===== src/shared/srpsw_pkg.sv =====
// Purpose: constants shared by the waveform generator files
// Assumes: one 16-bit base timer, eight channels, byte-addressed register map
// Notes: all offsets are Wishbone byte addresses
package srpsw_pkg;
    // ==========================================================
    // sizes
    localparam int NCH = 8;
    localparam int TW = 16;
    // ==========================================================
    // register byte offsets
    localparam logic [7:0] ADR_BTC = 8'h00;
    localparam logic [7:0] ADR_FEN = 8'h04;
    localparam logic [7:0] ADR_FSEL = 8'h08;
    localparam logic [7:0] ADR_PSC = 8'h0C;
    localparam logic [7:0] ADR_CNT = 8'h10;
    localparam logic [7:0] ADR_FLAG = 8'h14;
    localparam logic [7:0] ADR_PIN = 8'h18;
    localparam logic [7:0] ADR_OCTL = 8'h20;
    localparam logic [7:0] ADR_CMP = 8'h40;
    // ==========================================================
    // field positions
    localparam int BTC_BIT9_RESET_OPTION = 3;
    localparam int BTC_IT = 4;
    localparam int OCTL_IVL = 3;
    localparam int OCTL_INV = 4;
    localparam int PSC_RNG_LSB = 1;
    localparam int PSC_DIV_LSB = 8;
    localparam int FLAG_OVF = 8;
    // ==========================================================
    // codes and values after reset
    localparam logic [2:0] MODE_SINGLE = 3'h0;
    localparam logic [2:0] MODE_TOGGLE = 3'h1;
    localparam logic [2:0] MODE_SR = 3'h2;
    localparam logic [2:0] RST_FREE = 3'h0;
    localparam logic [2:0] RST_CMP0 = 3'h2;
    localparam logic [4:0] BTC_RESET = 5'h00;
    localparam logic [4:0] OCTL_RESET = 5'h00;
    localparam logic [15:0] CMP_RESET = 16'h0000;
    localparam logic [7:0] DIV_RESET = 8'h00;
    localparam logic [7:0] DIV_LOWEST = 8'hFF;
    localparam logic [15:0] TMR_ZERO = 16'h0000;
    localparam logic [15:0] TMR_TOP = 16'hFFFF;
    localparam logic [9:0] BIT9_WRAP = 10'h3FF;
    localparam logic [3:0] PHASE_BASE_LAST = 4'h4;
endpackage


===== src/shared/srpsw_tmr_if.sv =====
// Purpose: base timer view handed from the top to each channel
// Assumes: single clock domain
// Notes: src drives, snk only reads
`timescale 1ns/1ns
interface srpsw_tmr_if;
    logic [15:0] count;
    logic zero_hit;
    logic sr_block01;
    modport src(output count, output zero_hit, output sr_block01);
    modport snk(input count, input zero_hit, input sr_block01);
endinterface


===== src/rtl/srpsw_chan.sv =====
// Purpose: one waveform channel, level generator and registered pin
// Assumes: compare events are evaluated on the current timer value
// Notes: set event wins over every clear event in the same cycle
`timescale 1ns/1ns
module srpsw_chan #(
    parameter int CH_ID = 0
) (
    input wire logic clk_i,
    input wire logic rst_i,
    srpsw_tmr_if.snk tmr,
    input wire logic active_i,
    input wire logic [2:0] mode_i,
    input wire logic ivl_i,
    input wire logic inv_i,
    input wire logic [15:0] cmp_i,
    input wire logic partner_match_i,
    input wire logic phase_part_i,
    input wire logic phase_step_i,
    output logic match_o,
    output logic pin_o
);
    // ==========================================================
    // level generator
    logic lvl;
    logic next_lvl;
    logic sr_ok;

    assign match_o = (tmr.count == cmp_i);
    // only even channels, and not 0/1 while channel 0 resets the timer
    assign sr_ok = (CH_ID % 2 == 0) && !(CH_ID < 2 && tmr.sr_block01); // [RULE_06] [RULE_22]

    // next level; phase steps replace the zero event of single mode
    always_comb begin
        next_lvl = lvl;
        if (!active_i) begin
            next_lvl = ivl_i; // [RULE_03] [RULE_07]
        end else if (phase_part_i) begin
            // relies on single mode, low start and inversion set up [RULE_10]
            if (match_o) begin
                next_lvl = 1'b1;
            end else if (phase_step_i) begin
                next_lvl = 1'b0; // [RULE_13]
            end
        end else begin
            case (mode_i)
                srpsw_pkg::MODE_SINGLE: begin
                    if (match_o) begin
                        next_lvl = 1'b1; // [RULE_21]
                    end else if (tmr.zero_hit) begin
                        next_lvl = 1'b0; // [RULE_11]
                    end
                end
                srpsw_pkg::MODE_TOGGLE: begin
                    if (match_o) begin
                        next_lvl = ~lvl;
                    end
                end
                srpsw_pkg::MODE_SR: begin
                    if (sr_ok && match_o) begin
                        next_lvl = 1'b1; // [RULE_01] [RULE_05]
                    end else if (sr_ok && (partner_match_i || tmr.zero_hit)) begin
                        next_lvl = 1'b0; // [RULE_02] [RULE_23]
                    end
                end
                default: next_lvl = lvl;
            endcase
        end
    end

    // level and pin registers; a stopped channel drives low
    always_ff @(posedge clk_i or posedge rst_i) begin
        if (rst_i) begin
            lvl <= 1'b0;
            pin_o <= 1'b0;
        end else begin
            lvl <= next_lvl;
            pin_o <= active_i ? (next_lvl ^ inv_i) : 1'b0; // [RULE_04] [RULE_07]
        end
    end
endmodule // srpsw_chan


===== src/rtl/srpsw_phase.sv =====
// Purpose: phase shift clock divider and channel step sequencer
// Assumes: reload pulse is the base timer overflow request
// Notes: steps are one-cycle pulses, one channel per divided clock
`timescale 1ns/1ns
module srpsw_phase (
    input wire logic clk_i,
    input wire logic rst_i,
    input wire logic enable_i,
    input wire logic reload_i,
    input wire logic [7:0] divisor_i,
    input wire logic [1:0] range_i,
    output logic [7:0] step_o,
    output logic [7:0] part_o
);
    // ==========================================================
    // divider and sequencer
    logic [7:0] cnt;
    logic [3:0] idx;
    logic [3:0] last;
    logic kill7;

    assign last = srpsw_pkg::PHASE_BASE_LAST + {2'b00, range_i}; // [RULE_17]
    // slowest clock with all eight channels never reaches channel 7
    assign kill7 = (range_i == 2'b11) && (divisor_i == srpsw_pkg::DIV_LOWEST); // [RULE_15]

    // divide by divisor plus one, reloaded on each timer overflow
    always_ff @(posedge clk_i or posedge rst_i) begin
        if (rst_i) begin
            cnt <= srpsw_pkg::DIV_RESET;
            idx <= 4'h0;
            step_o <= 8'h00;
        end else begin
            step_o <= 8'h00;
            if (reload_i) begin
                cnt <= divisor_i; // [RULE_14]
                idx <= 4'h0;
            end else if (enable_i) begin
                if (cnt == 8'h00) begin
                    cnt <= divisor_i; // [RULE_12]
                    if (idx <= last) begin
                        idx <= idx + 4'h1;
                        if (!(idx == 4'h7 && kill7)) begin
                            step_o[idx[2:0]] <= 1'b1; // [RULE_13]
                        end
                    end
                end else begin
                    cnt <= cnt - 8'h01;
                end
            end
        end
    end

    // channels taking part in phase shifting
    for (genvar k = 0; k < srpsw_pkg::NCH; k++) begin : g_part
        always_ff @(posedge clk_i or posedge rst_i) begin
            if (rst_i) begin
                part_o[k] <= 1'b0;
            end else begin
                part_o[k] <= enable_i && (4'(k) <= last); // [RULE_17]
            end
        end
    end
endmodule // srpsw_phase


===== src/rtl/srpsw_top.sv =====
// Purpose: set/reset and phase shift waveform generator with Wishbone registers
// Assumes: timer counts up once per SYS_CLK_I, the timer count clock
// Notes: Wishbone classic slave, ack one cycle after the request, writes on the ack edge
// Operation
// [RULE_01] even channel output goes high when timer equals its compare value
// [RULE_02] even output goes low on odd partner match or timer zero
// [RULE_03] initial-level bit set makes the waveform start high
// [RULE_04] invert bit set drives the inverse of the generated level
// [RULE_05] free timer: high width n-m, or 65536-m when m not below n
// [RULE_06] timer reset by channel 0 match disables set/reset on channels 0, 1
// [RULE_07] function enable starts the channel output, clearing it stops output
// [RULE_08] each channel match sets its own sticky match flag; the code sets it only while the channel is active
// [RULE_09] software clears the function-select bit to choose waveform generation
// [RULE_10] software sets single mode, low start, bit-9 reset, invert before phase shift
// [RULE_11] inverted single mode: pin low on match, high at timer zero
// [RULE_12] phase clock is the count clock divided by divisor plus one
// [RULE_13] each phase clock pulse raises the next channel output from channel 0
// [RULE_14] timer overflow request reloads divider and restarts the step sequence
// [RULE_15] all channels at slowest phase clock: channel 7 gets no step
// [RULE_16] software parks a pin on the port to hold it low
// [RULE_17] phase enable bit and pin range field, code 00 covers channels 0-4
// [RULE_18] bit-9 reset option clears the timer when bit 9 overflows
// [RULE_19] interrupt-select 0 raises overflow request on bit 15 or bit 9 overflow
// [RULE_20] three-bit mode field selects the waveform mode of each channel
// [RULE_21] single mode: high on match, low when timer reaches zero
// [RULE_22] set/reset mode has its own mode code, even channels only
// [RULE_23] odd partner pin is untouched, its match only clears the even output
`timescale 1ns/1ns
module srpsw_top (
    input wire logic SYS_CLK_I,
    input wire logic SYS_RST_I,
    input wire logic WB_CYC_I,
    input wire logic WB_STB_I,
    input wire logic WB_WE_I,
    input wire logic [7:0] WB_ADR_I,
    input wire logic [3:0] WB_SEL_I,
    input wire logic [31:0] WB_DAT_I,
    output logic [31:0] WB_DAT_O,
    output logic WB_ACK_O,
    output logic [7:0] WAVEFORM_PIN_O,
    output logic [7:0] WAVEFORM_OE_O
);
    // ==========================================================
    // declarations
    logic [15:0] count;
    logic [15:0] next_count;
    logic ovf_pulse;
    logic ovf_evt;
    logic wrap9;
    logic cmp0_hit;
    logic [2:0] timer_reset_select;
    logic bit9_reset_option;
    logic overflow_irq_select;
    logic [7:0] function_enable_reg;
    logic [7:0] function_select_reg;
    logic phase_shift_enable;
    logic [1:0] phase_pin_range;
    logic [7:0] phase_divisor;
    logic [4:0] output_control [srpsw_pkg::NCH];
    logic [15:0] compare_value [srpsw_pkg::NCH];
    logic [8:0] match_irq_flag;
    logic [8:0] flag_set;
    logic [8:0] flag_clr;
    logic [7:0] match;
    logic [7:0] step;
    logic [7:0] part;
    logic [7:0] active;
    logic req;
    logic wr_go;
    logic [31:0] rdat;

    srpsw_tmr_if tmr();

    // merge write data into an old value under the byte enables
    function automatic logic [31:0] wmerge(input logic [31:0] old, input logic [31:0] nw,
                                           input logic [3:0] sel);
        logic [31:0] res;
        res = old;
        for (int b = 0; b < 4; b++) begin
            if (sel[b]) begin
                res[b*8 +: 8] = nw[b*8 +: 8];
            end
        end
        return res;
    endfunction

    // ==========================================================
    // base timer
    assign wrap9 = (count[9:0] == srpsw_pkg::BIT9_WRAP);
    assign cmp0_hit = (timer_reset_select == srpsw_pkg::RST_CMP0)
        && (count == 16'(compare_value[0] + 16'h0001));
    // bit 9 overflow counts as a request only while the select bit is clear
    assign ovf_evt = (count == srpsw_pkg::TMR_TOP) || (wrap9 && !overflow_irq_select); // [RULE_19]

    // next timer value, channel 0 reset first, then the bit-9 option
    always_comb begin
        if (cmp0_hit) begin
            next_count = srpsw_pkg::TMR_ZERO;
        end else if (bit9_reset_option && wrap9) begin
            next_count = srpsw_pkg::TMR_ZERO; // [RULE_18]
        end else begin
            next_count = count + 16'h0001;
        end
    end

    // timer and overflow request; the request lines up with count bits 9:0 at zero
    always_ff @(posedge SYS_CLK_I or posedge SYS_RST_I) begin
        if (SYS_RST_I) begin
            count <= srpsw_pkg::TMR_ZERO;
            ovf_pulse <= 1'b0;
        end else begin
            count <= next_count;
            ovf_pulse <= ovf_evt; // [RULE_19]
        end
    end

    assign tmr.count = count;
    assign tmr.zero_hit = (count == srpsw_pkg::TMR_ZERO);
    assign tmr.sr_block01 = (timer_reset_select == srpsw_pkg::RST_CMP0); // [RULE_06]

    // ==========================================================
    // Wishbone slave
    assign req = WB_CYC_I && WB_STB_I;
    assign wr_go = req && WB_WE_I && WB_ACK_O;

    // ack one cycle after the request, dropped the cycle after
    always_ff @(posedge SYS_CLK_I or posedge SYS_RST_I) begin
        if (SYS_RST_I) begin
            WB_ACK_O <= 1'b0;
            WB_DAT_O <= 32'h0000_0000;
        end else begin
            WB_ACK_O <= req && !WB_ACK_O;
            if (req && !WB_ACK_O) begin
                WB_DAT_O <= rdat;
            end
        end
    end

    // read decode; unmapped addresses read zero
    always_comb begin
        if (WB_ADR_I == srpsw_pkg::ADR_BTC) begin
            rdat = 32'({overflow_irq_select, bit9_reset_option, timer_reset_select});
        end else if (WB_ADR_I == srpsw_pkg::ADR_FEN) begin
            rdat = 32'(function_enable_reg);
        end else if (WB_ADR_I == srpsw_pkg::ADR_FSEL) begin
            rdat = 32'(function_select_reg);
        end else if (WB_ADR_I == srpsw_pkg::ADR_PSC) begin
            rdat = 32'({phase_divisor, 5'h00, phase_pin_range, phase_shift_enable});
        end else if (WB_ADR_I == srpsw_pkg::ADR_CNT) begin
            rdat = 32'(count);
        end else if (WB_ADR_I == srpsw_pkg::ADR_FLAG) begin
            rdat = 32'(match_irq_flag);
        end else if (WB_ADR_I == srpsw_pkg::ADR_PIN) begin
            rdat = 32'(WAVEFORM_PIN_O);
        end else if (WB_ADR_I[7:5] == srpsw_pkg::ADR_OCTL[7:5] && WB_ADR_I[1:0] == 2'b00) begin
            rdat = 32'(output_control[WB_ADR_I[4:2]]);
        end else if (WB_ADR_I[7:5] == srpsw_pkg::ADR_CMP[7:5] && WB_ADR_I[1:0] == 2'b00) begin
            rdat = 32'(compare_value[WB_ADR_I[4:2]]);
        end else begin
            rdat = 32'h0000_0000;
        end
    end

    // timer, enable, select and phase shift controls
    always_ff @(posedge SYS_CLK_I or posedge SYS_RST_I) begin
        if (SYS_RST_I) begin
            {overflow_irq_select, bit9_reset_option, timer_reset_select} <= srpsw_pkg::BTC_RESET;
            function_enable_reg <= 8'h00;
            function_select_reg <= 8'h00;
            phase_shift_enable <= 1'b0;
            phase_pin_range <= 2'b00;
            phase_divisor <= srpsw_pkg::DIV_RESET;
        end else if (wr_go) begin
            if (WB_ADR_I == srpsw_pkg::ADR_BTC) begin
                {overflow_irq_select, bit9_reset_option, timer_reset_select} <= 5'(wmerge(
                    32'({overflow_irq_select, bit9_reset_option, timer_reset_select}),
                    WB_DAT_I, WB_SEL_I));
            end else if (WB_ADR_I == srpsw_pkg::ADR_FEN) begin
                function_enable_reg <= 8'(wmerge(32'(function_enable_reg), WB_DAT_I, WB_SEL_I));
            end else if (WB_ADR_I == srpsw_pkg::ADR_FSEL) begin
                function_select_reg <= 8'(wmerge(32'(function_select_reg), WB_DAT_I, WB_SEL_I));
            end else if (WB_ADR_I == srpsw_pkg::ADR_PSC) begin
                if (WB_SEL_I[0]) begin
                    phase_shift_enable <= WB_DAT_I[0]; // [RULE_17]
                    phase_pin_range <= WB_DAT_I[srpsw_pkg::PSC_RNG_LSB +: 2];
                end
                if (WB_SEL_I[1]) begin
                    phase_divisor <= WB_DAT_I[srpsw_pkg::PSC_DIV_LSB +: 8];
                end
            end
        end
    end

    // ==========================================================
    // sticky flags, write one to clear, a same-cycle event wins
    assign flag_set = {ovf_pulse, match & active}; // [RULE_08]
    assign flag_clr = (wr_go && WB_ADR_I == srpsw_pkg::ADR_FLAG && WB_SEL_I[0]
        && WB_SEL_I[1]) ? WB_DAT_I[8:0] : 9'h000;

    always_ff @(posedge SYS_CLK_I or posedge SYS_RST_I) begin
        if (SYS_RST_I) begin
            match_irq_flag <= 9'h000;
        end else begin
            match_irq_flag <= (match_irq_flag & ~flag_clr) | flag_set; // [RULE_08]
        end
    end

    // ==========================================================
    // phase shifter, reloaded by the overflow request
    srpsw_phase u_phase (
        .clk_i(SYS_CLK_I),
        .rst_i(SYS_RST_I),
        .enable_i(phase_shift_enable),
        .reload_i(ovf_pulse), // [RULE_14]
        .divisor_i(phase_divisor),
        .range_i(phase_pin_range),
        .step_o(step),
        .part_o(part)
    );

    // ==========================================================
    // channels: per-channel registers, generator and pin enable
    for (genvar j = 0; j < srpsw_pkg::NCH; j++) begin : g_ch
        // a channel claimed by time measurement stays silent
        assign active[j] = function_enable_reg[j] && !function_select_reg[j]; // [RULE_09]

        always_ff @(posedge SYS_CLK_I or posedge SYS_RST_I) begin
            if (SYS_RST_I) begin
                output_control[j] <= srpsw_pkg::OCTL_RESET;
                compare_value[j] <= srpsw_pkg::CMP_RESET;
                WAVEFORM_OE_O[j] <= 1'b0;
            end else begin
                WAVEFORM_OE_O[j] <= active[j]; // [RULE_07]
                if (wr_go && WB_ADR_I == srpsw_pkg::ADR_OCTL + 8'(j * 4)) begin
                    output_control[j] <= 5'(wmerge(32'(output_control[j]), WB_DAT_I,
                        WB_SEL_I)); // [RULE_20]
                end
                if (wr_go && WB_ADR_I == srpsw_pkg::ADR_CMP + 8'(j * 4)) begin
                    compare_value[j] <= 16'(wmerge(32'(compare_value[j]), WB_DAT_I, WB_SEL_I));
                end
            end
        end

        srpsw_chan #(.CH_ID(j)) u_ch (
            .clk_i(SYS_CLK_I),
            .rst_i(SYS_RST_I),
            .tmr(tmr),
            .active_i(active[j]),
            .mode_i(output_control[j][2:0]), // [RULE_20]
            .ivl_i(output_control[j][srpsw_pkg::OCTL_IVL]),
            .inv_i(output_control[j][srpsw_pkg::OCTL_INV]),
            .cmp_i(compare_value[j]),
            .partner_match_i((j % 2 == 0) ? match[(j + 1) % srpsw_pkg::NCH] : 1'b0), // [RULE_23]
            .phase_part_i(part[j]),
            .phase_step_i(step[j]),
            .match_o(match[j]),
            .pin_o(WAVEFORM_PIN_O[j])
        );
    end
endmodule // srpsw_top


===== config.mk =====
export PLATFORM = sky130hd
export DESIGN_NAME = srpsw_top
export DESIGN_NICKNAME = d
export VERILOG_FILES = /design/src/shared/srpsw_pkg.sv /design/src/shared/srpsw_tmr_if.sv /design/src/rtl/srpsw_chan.sv /design/src/rtl/srpsw_phase.sv /design/src/rtl/srpsw_top.sv
export SDC_FILE = /design/constraint.sdc
export NUM_CORES = 1
export LEC_CHECK = 0
export BUFFER_PORTS_ARGS = -buffer_cell sky130_fd_sc_hd__buf_2
export CELL_PAD_IN_SITES_DETAIL_PLACEMENT = 0
export CELL_PAD_IN_SITES_GLOBAL_PLACEMENT = 1
export CORE_ASPECT_RATIO = 2
export CORE_UTILIZATION = 45
export DETAILED_ROUTE_END_ITERATION = 8
export PLACE_DENSITY_LB_ADDON = 0.1
export SETUP_SLACK_MARGIN = 0.05
export SYNTH_ARGS = -nofsm -noshare
export SYNTH_HDL_FRONTEND = slang
export SYNTH_SLANG_ARGS = --single-unit

===== constraint.sdc =====
create_clock -name SYS_CLK_I -period 9.8 [get_ports SYS_CLK_I]
set_clock_uncertainty 0.05 [all_clocks]
set_input_delay 0.98 -clock SYS_CLK_I [delete_from_list [all_inputs] [get_ports SYS_CLK_I]]
set_output_delay 0.98 -clock SYS_CLK_I [all_outputs]
set_load 0.05 [all_outputs]

After elaboration in Yosys (flattened, before gate mapping)
Index checks and enable logic that the tools add are counted.
{"block": "word_totals", "out_inout_bits": 49, "in_bits": 49, "wordCells": 386, "register_bits": 311}
{"block": "classes", "addsub": 5, "order_cmp": 12, "bitwise": 24, "n_mux": 112, "n_eq_ne": 51, "reduce_logical": 110}
{"cell": "16-bit two-way mux", "n": 13}
{"cell": "16-bit equality test", "n": 9}
{"cell": "1-bit two-way mux", "n": 73}
{"cell": "8-bit by 6-bit equality test with 1-bit output (second input constant)", "n": 8}
{"cell": "8-bit by 7-bit equality test with 1-bit output (second input constant)", "n": 8}
{"cell": "8-bit two-way mux", "n": 8}
{"cell": "1-bit logical AND", "n": 49}
{"cell": "16-bit binary-select mux with 3-bit select", "n": 1}
{"cell": "2-bit AND reduction", "n": 24}
{"cell": "16-bit by 1-bit adder with 16-bit output (second input constant)", "n": 2}
{"cell": "3-bit by 1-bit equality test with 1-bit output (second input constant)", "n": 9}
{"cell": "8-bit by 5-bit equality test with 1-bit output (second input constant)", "n": 3}
{"cell": "3-bit zero test", "n": 8}
{"cell": "3-bit by 2-bit equality test with 1-bit output (second input constant)", "n": 6}
{"cell": "16-bit equality test (second input constant)", "n": 1}
{"cell": "8-bit by 4-bit equality test with 1-bit output (second input constant)", "n": 2}
{"cell": "3-bit by 4-bit less-or-equal comparator with 1-bit output (first input constant)", "n": 4}
{"cell": "16-bit zero test", "n": 1}
{"cell": "8-bit zero test", "n": 2}
{"cell": "4-bit two-way mux", "n": 4}
{"cell": "5-bit binary-select mux with 3-bit select", "n": 1}
{"cell": "1-bit one-hot mux with 3 select lines", "n": 4}
{"cell": "6-bit AND reduction", "n": 2}
{"cell": "1-bit zero test", "n": 11}
{"cell": "31 further kinds", "n": 61}

Depth between registers and ports, before layout
{"block": "depth", "word_depth": 13, "depth_mapped": 11, "mapped_depth_nobuf": 9}

Cells and area by module
Synthesis repeated with hierarchy kept, for this count alone.
{"block": "unflattened", "cells_unflattened": 1480, "area_unflattened_um2": 16609.7}
{"module": "srpsw_top", "instances": 1, "seq_area_each_um2": 6281.0, "cells_per_inst": 1007, "area_each_um2": 12544.5}
{"module": "srpsw_chan at g_ch[1].u_ch ...", "instances": 4, "seq_area_each_um2": 50.0, "cells_per_inst": 40, "area_each_um2": 329.1}
{"module": "srpsw_phase", "instances": 1, "seq_area_each_um2": 600.6, "cells_per_inst": 130, "area_each_um2": 1270.0}
{"module": "srpsw_chan at g_ch[2].u_ch ...", "instances": 3, "seq_area_each_um2": 50.0, "cells_per_inst": 47, "area_each_um2": 369.1}
{"module": "srpsw_chan at g_ch[0].u_ch", "instances": 1, "seq_area_each_um2": 50.0, "cells_per_inst": 42, "area_each_um2": 371.6}

Worst setup path after synthesis
No wires, ideal clock.
{"block": "synth_path", "path_type": "input to register", "from": "input port WB_ADR_I[2]", "to": "register WB_DAT_O[5]", "path_slack_ps": 7120, "setup_ps": 136, "path_buffers": 2, "t_arrival_ps": 2494, "required_ps": 9614, "path_stages": 9, "path_cell_list": "buf_4 buf_4 mux4_1 mux2i_1 nor2_1 a31oi_1 nor2_1 a221oi_1 o21ai_0"}
{"block": "synth_via", "elab_chain_len": 13, "word_cells_on_any_way": 20, "cone_classes": "eq/ne (6); mux (12); bitwise (1); reduce/logical (1)"}
{"item": "start: declaration", "line_no": "srpsw_top.sv:35", "rtl": "input wire logic [7:0] WB_ADR_I,"}
{"item": "3-bit inverter with 4-bit output (implied by the code)", "line_no": "srpsw_top.sv:158", "rtl": "rdat = 32'(compare_value[WB_ADR_I[4:2]]);"}
{"item": "16-bit binary-select mux with 3-bit select", "line_no": "srpsw_top.sv:158"}
{"item": "16-bit two-way mux (implied by the code) (2 in a row)", "line_no": "srpsw_top.sv:158"}
{"item": "16-bit two-way mux", "line_no": "srpsw_top.sv:157", "rtl": "end else if (WB_ADR_I[7:5] == srpsw_pkg::ADR_CMP[7:5] && WB_ADR_I[1:0] == 2'b00) begin"}
{"item": "16-bit two-way mux", "line_no": "srpsw_top.sv:155", "rtl": "end else if (WB_ADR_I[7:5] == srpsw_pkg::ADR_OCTL[7:5] && WB_ADR_I[1:0] == 2'b00) begin"}
{"item": "16-bit two-way mux", "line_no": "srpsw_top.sv:153", "rtl": "end else if (WB_ADR_I == srpsw_pkg::ADR_PIN) begin"}
{"item": "16-bit two-way mux", "line_no": "srpsw_top.sv:151", "rtl": "end else if (WB_ADR_I == srpsw_pkg::ADR_FLAG) begin"}
{"item": "16-bit two-way mux", "line_no": "srpsw_top.sv:149", "rtl": "end else if (WB_ADR_I == srpsw_pkg::ADR_CNT) begin"}
{"item": "16-bit two-way mux", "line_no": "srpsw_top.sv:147", "rtl": "end else if (WB_ADR_I == srpsw_pkg::ADR_PSC) begin"}
{"item": "16-bit two-way mux", "line_no": "srpsw_top.sv:145", "rtl": "end else if (WB_ADR_I == srpsw_pkg::ADR_FSEL) begin"}
{"item": "16-bit two-way mux", "line_no": "srpsw_top.sv:143", "rtl": "end else if (WB_ADR_I == srpsw_pkg::ADR_FEN) begin"}
{"item": "16-bit two-way mux (*)", "line_no": "srpsw_top.sv:141", "rtl": "if (WB_ADR_I == srpsw_pkg::ADR_BTC) begin"}
{"item": "end signal: assignment", "line_no": "srpsw_top.sv:134", "rtl": "WB_DAT_O <= rdat;"}
{"item": "end: declaration", "line_no": "srpsw_top.sv:38", "rtl": "output logic [31:0] WB_DAT_O,"}
Mark *: on every way between the ends. The rest lies on a longest branch, timed or not. The select of a mux whose other input is x is not followed.
A chain may end at the register's enable or synchronous reset.

Worst setup path after layout
{"block": "layout_path", "from": "input port WB_ADR_I[3]", "to": "register function_select_reg[7]"}
{"block": "layout_via", "elab_chain_len": 3, "word_cells_on_any_way": 6, "cone_classes": "eq/ne (2); bitwise (2); reduce/logical (2)"}
{"item": "8-bit by 3-bit equality test with 1-bit output / 8-bit zero test (equally long branches)", "line_no": "srpsw_top.sv:178, srpsw_top.sv:174"}
{"item": "1-bit inverter (no source line)"}
{"item": "5-bit AND reduction (no source line) (*)"}
{"item": "end signal: assignment", "line_no": "srpsw_top.sv:181", "rtl": "function_select_reg <= 8'(wmerge(32'(function_select_reg), WB_DAT_I, WB_SEL_I));"}
{"item": "end: declaration", "line_no": "srpsw_top.sv:55", "rtl": "logic [7:0] function_select_reg;"}
Mark *: on every way between the ends. The rest lies on a longest branch, timed or not.

==> flow_summary.yaml <==
sta:
  min_period_ns: 3.581
  setup_viol: 0
  worst_slew_pin_slew_ns: 0.9785
  timing.final.crit_share_pct: 36.54
  rsz0062_at_grt: "false"
  max_slew_margin_pct: 34.77
  fin_tns_setup_ns: 0
  drv_slew: 0
  fmax_ghz: 0.2793
  hold_viol: 0
  hold_ws_ns: 0.4338
finish:
  drive_gt1_share_pct: 27.24
  finalNonFillerCells: 1926
  layout_commonest_cell: "dfrtp_1"
  top_register: "compare_value"
  largest_reg_flops: 128
  diodes: 0
  area_growth_pct: 7.584
  final_cell_area_sq_mm: 0.01762
  reg.largest.list: "compare_value: 128 flops, output_control: 40 flops"
  final_cell_mix: "291 x dfrtp_1, 200 x mux2_2, 130 x xor2_1"
  final_nets: 1518
drt:
  drt-initial-drc-count: 655
  num_vias: 11454
  totalWireLength_mm: 53.19
  first_pass_iters: 4
  post-route-drc-count: 0
  ant_nets: 0
  vias_per_cell: 5.947
  routedWlPerCell_um: 27.62
grt:
  grt_pass1_vias: 11960
  grt_overflow: 0
  grt_max_degree: 166
  grt_pass1_wl_mm: 78.97
  grt_usage_pct: 29.68
  grt_antenna_before_repair: 0
clock_tree:
  clk_pin_slew_worst_paths_ns: 0.06
  clock_latency_ns: 0.56
  post-cts-setup-buffers: 0
  htree_levels: 1
  ctsHoldBuffers: 0
  clock_sinks: 291
  cts_root_buffer: "clkbuf_16"
  cts_buffers: 28
  clk_path_buf_depth: 3
  post_cts_resized: 0
  cts_tree: "built"
setup_path:
  critPathCaptureType: "flip-flop"
  crit_family: "simple AND/OR/NAND/NOR gates"
  slowest_delay_ns: 0.65
  regToRegStartpoint: "count[1]"
  critPathKind: "in2reg"
  crit_chain: "buf_2 > buf_4 > and2b_1 > nand2_1 > nor2_1 > nand2_1 > mux2_2"
  crit_buf_inv: 2
  startpoint: "WB_ADR_I[3]"
  arrival_ns: 3.97
  critPathRequiredTime_ns: 10.19
  cp_slowest_cell: "buf_4"
  critPathMostFrequentCell: "nand2_1"
  cp_max_fo: 45
  startpoint_type: "input port"
yosys:
  postSynthCellCount: 1450
  synth_area_leaders: "dfrtp_1 44%, mux2_2 14%, xor2_1 7.0%"
  ys_seq_area_share_pct: 44.45
  synth_warnings: 0
  synth_seq_cells: 291
  synth_compound_area_share_pct: 7.813
  synth.top_cell.area_share_pct: 44.45
  yosysTopAreaCell: "dfrtp_1"
  synth_xor_xnor_area_share_pct: 8.554
  synth-edff-count: 0
  synth_top_flop_cell: "dfrtp_1"
  avgSynthCellArea_sq_um: 11.30
  synthArstFlopShare_pct: 100.0
  synth_cell_type_count: 89
  synthAdderAreaFrac_pct: 0.6110
  synthSimpleGateAreaFrac_pct: 13.04
  synth_mux_area_share_pct: 20.86
  synth_top_family_by_area: "multiplexers"
  syn_area_sq_mm: 0.01638
die:
  core_area_sq_mm: 0.03580
  start_util_pct: 45.75
  dieWidth_um: 136.9
  io_pins: 98
  dieArea_sq_mm: 0.03722
  dieHeight_um: 271.8
  fp-row-count: 98
power:
  vdd_ir_drop_max_mv: 0.1508
  p_leak_nw: 8.739
  power.density_mw_per_mm2: 138.5
placement:
  dpl_cell_area_sq_mm: 0.01674
  numPlacedInstances: 1881
  hpwlAfterDp_mm: 39.55
  place.gp.congestion: 0.9124
  portBuffers: 63
outcome:
  outcome: "finished, final reports clean"
job:
  drv_cap: 0
hold_path:
  min_path_type: "reg2reg"
  worstHoldStart: "WB_DAT_O[3]"
[path summary, 6_finish.rpt]
| kind | endpoint | slack (ns) | depth (start not counted) |
|---|---|---|---|
| hold reg to reg | WB_DAT_O[3] | 0.43 | 2 |
| setup / recovery | function_select_reg[7] | 6.22 | 7 |
| min in group asynchronous | compare_value[60] | 0.57 | 2 |
| setup reg to reg | g_ch[2].u_ch.pin_o | 6.64 | 9 |
| max in group asynchronous | u_phase.cnt[6] | 7.68 | 3 |
| hold / removal | WB_DAT_O[3] | 0.43 | 2 |
[metal layers]
metal / wire length (um) / part of all wire (%) / up-vias / global-route usage [%]
li1: - / - / 5184 / -
met1: 19100 / 36 / 5883 / 32.06
met2: 29000 / 55 / 269 / 54.86
met3: 1463 / 2.8 / 118 / 2.382
met4: 3622 / 6.8 / 0 / 18.31
met5: 0 / 0 / - / 0
[cell families (layout without fill, tap and decap cells)]
kind of cell,Yosys count,after routing
adders and majority gates,8,8
AOI/OAI and AO/OA,195,195
other,1,16
xor gates and xnor gates,160,160
and+or+nand+nor,395,395
buffers and inverters,134,145
muxes,266,266
DFF,291,291
[cell usage after synthesis, types with 16 or more instances]
library cell	count
dfrtp_1	291
mux2_2	200
xor2_1	130
nand2_1	117
nor2_1	77
o21ai_0	65
mux4_2	39
buf_4	33
nor4_1	33
a21oi_1	30
inv_1	30
xnor2_1	30
clkbuf_1	27
mux2i_1	26
buf_2	24
nand3_1	23
nand4_1	21
nand2b_1	16
[worst min-delay path, cell delays in order, from the launching register on]
cell and delay, ns:
dfrtp_1 0.34, nand2_1 0.05, nand3_1 0.06
[stage by stage]
stage,power [mW],util (%),setup WS [ns]
6_report,2.442,49.22,6.219
5_1_grt,2.519,49.22,6.104
4_1_cts,2.464,49.22,6.265
3_5_place_dp,1.380,46.76,5.672
3_3_place_gp,1.379,46.76,5.660
2_1_floorplan,1.338,-,0.7359
[cell type report]
class,instances,area [sq um]
sequential,291,7282
fill,3311,18180
clock buffer,35,778.2
clock inverter,10,103.9
inverter,30,120.1
multi-input combinational,1040,8394
tap,450,563.0
timing repair buffer,70,382.9
[where the power goes]
part | leakage (nW) | internal, mW | switching [mW]
Clock | 0.443 | 0.609 | 0.477
Sequential | 4.00 | 1.21 | 0.00663
Combinational | 4.29 | 0.0314 | 0.112
Total | 8.74 | 1.85 | 0.595
Note: power is estimated with default switching activity, not from simulation.
